File: src/rtl/stc_sticky.sv
`timescale 1ns/10ps
// ============================================================
// Sticky event bits: set wins over a clear in the same cycle
// ============================================================
module stc_sticky #(
  parameter int W = 3
) (
  input wire logic aclk,
  input wire logic aresetn,
  input wire logic ce,
  input wire logic [W-1:0] set,
  input wire logic [W-1:0] clr,
  output logic [W-1:0] q
);
  // Event is never lost when software clears in the same cycle
  always_ff @(posedge aclk) begin
    if (!aresetn) begin
      q <= '0;
    end else if (ce) begin
      q <= (q & ~clr) | set;
    end
  end
endmodule

File: config.mk
export PLATFORM = sky130hd
export DESIGN_NAME = stc_sticky
export DESIGN_NICKNAME = d
export VERILOG_FILES = /design/src/rtl/stc_sticky.sv
export SDC_FILE = /design/constraint.sdc
export NUM_CORES = 1
export LEC_CHECK = 0
export BUFFER_PORTS_ARGS = -buffer_cell sky130_fd_sc_hd__buf_2
export CORE_AREA = 2 2 39 41
export DETAILED_ROUTE_END_ITERATION = 10
export DIE_AREA = 0 0 41 43
export PLACE_DENSITY = 0.38
export SYNTH_ARGS = -nofsm -noshare
export SYNTH_HDL_FRONTEND = slang
export SYNTH_SLANG_ARGS = --single-unit
File: constraint.sdc
create_clock -name aclk -period 0.8 [get_ports aclk]
set_clock_uncertainty 0.1 [all_clocks]
set_input_delay 0.04 -clock aclk [delete_from_list [all_inputs] [get_ports aclk]]
set_output_delay 0.04 -clock aclk [all_outputs]
set_load 0.005 [all_outputs]
* Word-level counts from Yosys, hierarchy flattened
Cells that the tools add are included.
** Storage, ports and cells
- Bits in registers :: 3
- Bits of input ports :: 9
- Logic and storage cells :: 4
** Cells by class
- Bitwise gates (word level) :: 3
** Operators with widths (count)
- AND 3 bit :: 1
- inverter 3 bit :: 1
- bitwise OR 3 bit :: 1

* Logic depth before layout (Yosys ltp)
Gate-level depths: netlist of run 1.
- Word-level depth :: 3
- Mapped depth :: 2
- Gate-level depth less buffers :: 2

* Worst setup path before layout of run 1
No wires, ideal clock.
- Kind :: register to register
- From :: register q[0]
- To :: register q[0]
- Library setup time :: 115 ps
- Data arrival time :: 455 ps
- Setup slack :: 130 ps
- Stages on the path, launching flop included :: 2
- Clock period less this slack :: 670 ps
- Cell sequence :: dfxtp_1 > a31o_1
** On the way
- Word-level cells in the longest chain between the ends :: 2
** RTL lines
- start, declared :: RTL line 13 : output logic [W-1:0] q
- start signal, assigned :: RTL line 20 : q <= (q & ~clr) | set;
- AND 3 bit :: RTL line 20
- bitwise OR 3 bit :: RTL line 20
No other way between the ends.
A chain may end at the register's enable or synchronous reset.

* Worst setup path in the final report of run 1
- From :: register q[2]
- To :: output port q[2]
No word-level cell between the ends.

==> results of run 1 <==
==> layout by cell type, fill, tap and decap left out <==
cell type	instances
buf_2	10
a31o_1	3
dfxtp_2	3
and3_1	3
buf_6	1
nand2_1	3
clkbuf_4	3
clkbuf_1	1
==> worst min-delay path by stage <==
stage | start | end | slack, ns | cells past startpoint
after floorplan | aresetn | q[0] | 0.08 | 1
after global placement | aresetn | q[0] | 0.23 | 2
after detailed placement | aresetn | q[1] | 0.23 | 2
after CTS | aresetn | q[2] | -0.01 | 2
after global routing | aresetn | q[2] | 0.01 | 2
final | aresetn | q[2] | -0.002 | 2
==> layer usage <==
| metal | up-vias | share of wire |
|---|---|---|
| li1 | 74 | - |
| met1 | 66 | 0.49 |
| met2 | 14 | 0.34 |
| met3 | 0 | 0.17 |
| met4 | 0 | 0 |
| met5 | - | 0 |
==> where the power goes <==
part,leakage [nW],internal (mW),switching (mW),total [mW]
clock network,0.0150,0.188,0.0887,0.276
registers,0.0258,0.163,0.00715,0.171
logic,0.0788,0.0354,0.0226,0.0580
==> area by class of cell <==
| cell class | count | area [um^2] |
|---|---|---|
| fillers | 158 | 1160 |
| flip-flops and latches | 3 | 63.8 |
| repair buffers | 11 | 61.3 |
| multi-input cells | 9 | 56.3 |
| clock buffers | 4 | 26.3 |
| well taps | 16 | 20.0 |
==> timing repair <==
action                     in CTS  in global routing
setup endpoints to repair       3                  3
setup buffers                   0                  0
gates resized for setup         3                  1
gates cloned                    0                  0
hold endpoints to repair        3                  0
==> cell families (layout without fill, tap and decap cells) <==
kind of cell / Yosys count / count (layout)
and+or+nand+nor: 6 / 6
AOI/OAI and AO/OA: 3 / 3
buffers and inverters: 0 / 15
DFF: 3 / 3
==> through the flow <==
step	total power, mW	hold slack, ns	instances	worst slack (ns)
global placement	0.221	0.230	39	0.0756
finish	0.505	-0.00225	43	-0.0167
detailed placement	0.223	0.232	39	0.0591
global route	0.538	0.0114	43	-0.0404
floorplan	0.185	0.0815	12	0.130
CTS	0.512	-0.0122	43	-0.0217
==> impl_metrics.yaml, run 1 <==
sta:
  tns_ns: -0.0287
  min_period_over_period: 1.02
  final_hold_viol_count: 1
  hold_ws_ns: -0.00225
  min_period_ns: 0.817
  slew_headroom: 0.940
  slew_violations: 0
  setup_slack_ns: -0.0167
  clock.fmax_ghz: 1.22
  rsz0062_at_grt: "yes"
  worst_pin_slew_ns: 0.0905
  setup_viol: 2
die:
  rows: 14
  die-width_um: 41
  die_area_um2: 1760
  core_area_um2: 1380
  io_pins: 12
  start_util: 0.0841
  die_height_um: 43
clock_network:
  cts_max_path_buffers: 2
  clkLatencyLatePin_ns: 0.24
  htreeDepth: 1
  cts_buffers: 3
  path_clk_slew_ns: 0.04
  clock_sinks: 3
  cts_root_buf: "clkbuf_4"
  cts_tree: "built"
layout:
  area_growth_pct: 95.7
  antenna_cells: 0
  top_register: "q"
  largestRegisters: "q x3"
  stdcell_area_um2: 228
  final_core_util: 0.165
  final_nets: 37
  largest_reg_flops: 3
  drive_above_1_share: 0.630
detailed_routing:
  vias: 154
  dr.pass1.iters: 2
  drt_iter0_drc: 3
  drtAntennaViolNets: 0
  wl_per_cell_um: 9.58
  wl_um: 412
  drc: 0
  vias_per_cell: 3.58
synthesis:
  ys_seq_area_frac: 0.516
  yosys.area_share.adder: 0
  synthesis.area_um2: 116
  syn-num-nets: 21
  synth_async_sr_flop_share: 0
  syn_avg_cell_area_um2: 9.70
  synth_top_family_by_area: "simple AND/OR/NAND/NOR gates"
  synth_top_area_cell: "dfxtp_1"
  synth_common_cells: "a31o_1, and3_1, dfxtp_1, nand2_1"
  synth_area_leaders: "dfxtp_1, a31o_1, and3_1"
  synth-compound-area-share: 0.226
  synth-edff-count: 0
  yosysTopAreaCellShare: 0.516
  synthCells: 12
  synth.distinct_cells: 4
  synth_xor_area_frac: 0
  yosys_register_bits: 3
  synthSimpleGateAreaFrac: 0.258
  ys_warn_count: 0
  ys.flop_type: "dfxtp_1"
  synthMuxAreaShare: 0
power:
  p_per_area_nw_per_um2: 2220
  p_leak_nw: 0.120
  max-vdd-ir-drop_mv: 0.595
worst_setup_path:
  end_kind: "primary output"
  cp.required_ns: 0.66
  rrSetupSlack_ns: 0.10
  cp-start-kind: "flip-flop"
  crit_family: "flip-flops"
  cp.arrival_ns: 0.68
  slowest_delay_ns: 0.32
  critPathKind: "reg -> out"
  critPathSlowestCell: "dfxtp_2"
  crit_end: "q[2]"
  crit_chain: "buf_2"
  reg2reg_from: "q[0]"
  startpoint: "q[2]"
  critPathMaxFanout: 2
  rr_endpoint: "q[0]"
  crit_buf_inv: 1
  crit_cells: 1
  reg2reg_depth: 1
grt:
  track_usage: 0.0602
  first_global_vias: 158
  grt_max_degree: 7
  grtUsageMet3: 0.0524
  use_met2: 0.0656
  antenna_found_initial: 0
  grt_overflow: 0
  busiest_layer: "met1"
  met1_usage: 0.0737
  grt_pass1_wl_um: 655
worst_hold_path:
  hold_class: "in -> reg"
status:
  violations: "negative hold slack, negative setup slack"
  outcome: "finished, violations left"
run:
  max-cap-violations: 0
placement:
  globalplace.congestion: 0.589
  dpl_cell_area_um2: 191
  portBuffers: 11
No activity file was read; power rests on OpenSTA's default activity.
==> inputs of run 2 (changes only) <==
ABC_AREA = 1   (was default)
==> run 2 against run 1 <==
The run ends with negative hold slack left. Wire length decreased by 4.1%. Critical path depth stayed put. Utilization rose by 2.6 points. Combinational power grew 21%. Critical path type unchanged. Critical endpoint is now q[1]. Largest cell class is now non-clock buffers. Highest routed layer is now met4.
==> impl_metrics.yaml, run 2 <==
power:
  pwr-share-comb: 0.137
  max-vdd-ir-drop_mv: 0.405
  power_frac_seq: 0.327
  p_clk_frac: 0.537
  p_per_area_nw_per_um2: 1940
  p_sw_mw: 0.118
  p_sw_frac: 0.231
  p_leak_nw: 0.128
  p_int_mw: 0.394
detailed_routing:
  drc: 0
  drt_iter0_drc: 0
  vias_per_cell: 3.02
  dr.pass1.iters: 1
  wl_per_cell_um: 7.90
  wl_um: 395
  vias: 151
  drtAntennaViolNets: 0
worst_setup_path:
  critPathMaxFanout: 2
  critPathKind: "reg -> out"
  crit_cells: 1
  crit_family: "flip-flops"
  cp.required_ns: 0.66
  cp-start-kind: "flip-flop"
  cp.arrival_ns: 0.66
  end_kind: "primary output"
  crit_chain: "buf_6"
  reg2reg_depth: 2
  crit_buf_inv: 1
  critPathSlowestCell: "dfxtp_2"
  slowest_delay_ns: 0.32
synthesis:
  yosysMostFrequentCell: "nand2_1"
  synth_area_leaders: "dfxtp_1, nand2_1, a21oi_1"
  yosysTopAreaCellShare: 0.533
  synthesis.area_um2: 113
  syn-num-nets: 25
  ys_seq_area_frac: 0.533
  syn_avg_cell_area_um2: 7.04
  yosys_register_bits: 3
  ys_warn_count: 0
  synth.distinct_cells: 4
  synth_async_sr_flop_share: 0
  synth-edff-count: 0
  synth_common_cells: "nand2_1, a21oi_1, dfxtp_1"
  synth_top_area_cell: "dfxtp_1"
  ys.flop_type: "dfxtp_1"
  synthCells: 16
layout:
  final_nets: 44
  seq_area_um2: 63.8
  final_cell_mix: "nand2_1, buf_2, clkbuf_4, dlygate4sd3_1, dfxtp_2"
  antenna_cells: 0
  fill_cells: 151
  largest_reg_flops: 3
  drive_above_1_share: 0.529
  largestRegisters: "q x3"
  multiInputGateArea_um2: 52.6
  area_growth_pct: 134
  stdcell_area_um2: 264
  top_register: "q"
clock_network:
  cts_buffers: 3
  htreeDepth: 1
  path_clk_slew_ns: 0.04
  cts_tree: "built"
  cts_root_buf: "clkbuf_4"
  cts_max_path_buffers: 2
  clkLatencyLatePin_ns: 0.24
  clock_sinks: 3
  cts_hold_buf: 3
die:
  io_pins: 12
  die_area_um2: 1760
  start_util: 0.0814
  die-width_um: 41
  die_height_um: 43
  rows: 14
  core_area_um2: 1380
worst_hold_path:
  whs_path_depth: 4
  hold_class: "in -> reg"
sta:
  final_hold_viol_count: 3
  min_period_ns: 0.797
  tns_ns: 0
  rsz0062_at_grt: "yes"
  min_period_over_period: 0.997
  setup_viol: 0
  clock.fmax_ghz: 1.25
  worst_pin_slew_ns: 0.128
  hold_ws_ns: -0.0351
  slew_headroom: 0.915
  slew_violations: 0
placement:
  dp_hpwl_um: 258
  dpl_cell_area_um2: 188
  portBuffers: 11
  globalplace.congestion: 0.520
grt:
  grt_pass1_wl_um: 489
  antenna_found_initial: 0
  first_global_vias: 122
  grt_max_degree: 7
  grt_overflow: 0
  track_usage: 0.0531
run:
  max-cap-violations: 0
status:
  outcome: "finished, violations left"
  violations: "negative hold slack"
[run 2: timing repair]
action                                 4_1_cts  5_1_grt
pin swaps                                    0        0
endpoints found under the hold margin        3        3
gates resized for setup                      3        3
buffers inserted                             0        0
setup endpoints to repair                    3        4
cloned                                       0        0
[run 2: final timing paths]
| path | slack, ns | to | startpoint |
|---|---|---|---|
| worst max register to register | 0.14 | q[1] | q[1] |
| worst max-delay path | 0.003 | q[1] | q[1] |
| worst min-delay path | -0.04 | q[1] | clr[1] |
| worst min register to register | 0.36 | q[2] | q[2] |
[run 2: per-stage QoR]
step / power (mW) / hold WS (ns) / util / setup WS, ns / cells
floorplan: 0.183 / 0.0788 / - / 0.167 / 16
global placement: 0.217 / 0.201 / 0.136 / 0.164 / 43
detailed placement: 0.217 / 0.203 / 0.136 / 0.142 / 43
CTS: 0.523 / -0.0470 / 0.179 / -0.0152 / 50
global route: 0.556 / -0.0270 / 0.191 / -0.0328 / 50
finish: 0.512 / -0.0351 / 0.191 / 0.00252 / 50
[run 2: power by group through the flow]
stage          registers [mW]  logic, mW  clock network (mW)
6_report                0.167     0.0700               0.275
3_3_place_gp            0.166     0.0504                   0
4_1_cts                 0.166     0.0622               0.295
5_1_grt                 0.169     0.0783               0.309
2_1_floorplan           0.168     0.0157                   0
3_5_place_dp            0.166     0.0506                   0
[run 2: area by class of cell]
| cell class | instances | share of cell area |
|---|---|---|
| tap | 16 | 0.0758 |
| sequential | 3 | 0.242 |
| timing repair buffer | 14 | 0.370 |
| multi-input combinational | 12 | 0.199 |
| clock buffer | 4 | 0.0995 |
| inverter | 1 | 0.0142 |
[run 2: kinds of logic after synthesis]
logic type / count (synthesis) / share of synthesized area
buffers and inverters: 1 / 0.0333
AND/OR/NAND/NOR: 9 / 0.300
flip-flops: 3 / 0.533
AO/OA/AOI/OAI: 3 / 0.133
[run 2: metal layers]
metal,track usage,up-vias,part of all wire
li1,-,86,-
met3,0.0628,2,0.14
met2,0.0375,11,0.28
met5,0,-,0
met4,0.0600,0,0.015
met1,0.0639,52,0.56
==> inputs of run 3 (changes only) <==
ABC_CLOCK_PERIOD_IN_PS = 800   (was default)
PLACE_DENSITY = 0.31   (was 0.38)
==> run 3 against run 2 <==
The flow finishes with violations (negative hold slack, negative setup slack). Sequential share of layout area shrank 0.56 points. Flip-flop and latch count is the same. Count of clock-buffer cells in the layout is the same. Die area is the same. Maximum frequency shrank 1.6%. Non-clock buffer count grew 1. Largest cell class unchanged. Largest power group unchanged.
==> impl_metrics.yaml, run 3 (synthesis results as in run 2) <==
worst_setup_path:
  reg2reg_depth: 3
  rrSetupSlack_ns: 0.03
  reg2reg_from: "q[2]"
  startpoint: "q[2]"
  crit_chain: "buf_6"
  cp-start-kind: "flip-flop"
  cp.required_ns: 0.66
  crit_family: "flip-flops"
  critPathKind: "reg -> out"
  slowest_delay_ns: 0.32
  end_kind: "primary output"
  rr_endpoint: "q[2]"
  cp.arrival_ns: 0.67
  crit_buf_inv: 1
  critPathSlowestCell: "dfxtp_2"
  critPathMaxFanout: 2
power:
  p_sw_frac: 0.249
  max-vdd-ir-drop_mv: 0.407
  pwr-share-comb: 0.142
  p_per_area_nw_per_um2: 1950
  power_frac_seq: 0.316
  p_clk_frac: 0.542
  p_sw_mw: 0.132
  p_leak_nw: 0.142
  p_int_mw: 0.396
detailed_routing:
  drt_iter0_drc: 1
  wl_um: 463
  drc: 0
  dr.pass1.iters: 2
  wl_per_cell_um: 9.08
  vias: 172
  drtAntennaViolNets: 0
  vias_per_cell: 3.37
die:
  die_area_um2: 1760
  die_height_um: 43
  die-width_um: 41
  rows: 14
  start_util: 0.0814
  io_pins: 12
  core_area_um2: 1380
clock_network:
  cts_root_buf: "clkbuf_4"
  path_clk_slew_ns: 0.04
  cts_buffers: 3
  cts_max_path_buffers: 2
  clock_sinks: 3
  cts_hold_buf: 3
  htreeDepth: 1
  cts_tree: "built"
  clkLatencyLatePin_ns: 0.24
layout:
  drive_above_1_share: 0.571
  stdcell_area_um2: 270
  final_cell_mix: "buf_2, nand2_1, clkbuf_4, dfxtp_2"
  layout_commonest_cell: "buf_2"
  antenna_cells: 0
  largest_reg_flops: 3
  fill_cells: 160
  stdcell_count: 51
  largestRegisters: "q x3"
  area_growth_pct: 140
  final_core_util: 0.195
  top_register: "q"
  final_nets: 45
sta:
  setup_slack_ns: -0.0106
  hold_ws_ns: -0.0363
  clock.fmax_ghz: 1.23
  final_hold_viol_count: 3
  min_period_ns: 0.811
  min_period_over_period: 1.01
  tns_ns: -0.0106
  worst_pin_slew_ns: 0.106
  rsz0062_at_grt: "yes"
  slew_violations: 0
  slew_headroom: 0.929
  setup_viol: 1
placement:
  portBuffers: 11
  globalplace.congestion: 0.480
  place_inst: 43
  dpl_cell_area_um2: 188
worst_hold_path:
  min-delay-start: "clr[0]"
  min_to: "q[0]"
  hold_class: "in -> reg"
  whs_path_depth: 4
grt:
  first_global_vias: 152
  grt_overflow: 0
  track_usage: 0.0601
  antenna_found_initial: 0
  grt_max_degree: 7
  grt_pass1_wl_um: 538
status:
  violations: "negative hold slack, negative setup slack"
  outcome: "finished, violations left"
run:
  max-cap-violations: 0
-- run 3: through the flow --
stage | hold WS (ns) | power [mW] | setup WS [ns]
after floorplan | 0.0788 | 0.183 | 0.167
after global placement | 0.204 | 0.216 | 0.161
after detailed placement | 0.206 | 0.217 | 0.161
after CTS | -0.0408 | 0.516 | -0.00784
after global routing | -0.0186 | 0.568 | -0.0372
final | -0.0363 | 0.528 | -0.0106
-- run 3: routing by layer --
metal | vias to the layer above | GRT usage | part of all wire
met3 | 3 | 0.0942 | 0.17
met2 | 14 | 0.0875 | 0.43
li1 | 87 | - | -
met5 | - | 0 | 0
met1 | 68 | 0.0256 | 0.38
met4 | 0 | 0.0400 | 0.017
-- run 3: worst register-to-register path: stages, from the launching register on --
cell and delay [ns]:
dfxtp_2 0.33, buf_4 0.11, nand2_2 0.05, a21oi_2 0.11
-- run 3: area by class of cell --
class | instances | area, um^2 | area share
Sequential cell | 3 | 63.8 | 0.236
Clock buffer | 4 | 26.3 | 0.0972
Tap cell | 16 | 20.0 | 0.0741
Multi-Input combinational cell | 12 | 55.1 | 0.204
Inverter | 1 | 3.75 | 0.0139
Timing Repair Buffer | 15 | 101 | 0.375
-- run 3: how the worst max path moves through the flow --
stage | to | slack (ns) | cells past startpoint
after global routing | q[2] | -0.04 | 1
after detailed placement | q[0] | 0.16 | 2
after CTS | q[1] | -0.008 | 1
final | q[2] | -0.01 | 1
after global placement | q[1] | 0.16 | 2
after floorplan | q[0] | 0.17 | 2
-- run 3: power groups by stage --
stage,Sequential (mW),Clock [mW],Combinational [mW]
floorplan,0.168,0,0.0157
global placement,0.166,0,0.0507
detailed placement,0.167,0,0.0504
CTS,0.166,0.284,0.0667
global route,0.167,0.318,0.0826
finish,0.167,0.286,0.0752
-- run 3: timing repair --
item / 4_1_cts / 5_1_grt
hold endpoints to repair: 3 / 3
endpoints found under the setup margin: 3 / 5
buffers inserted: 1 / 0
pin swaps: 0 / 1
gates resized for setup: 3 / 4
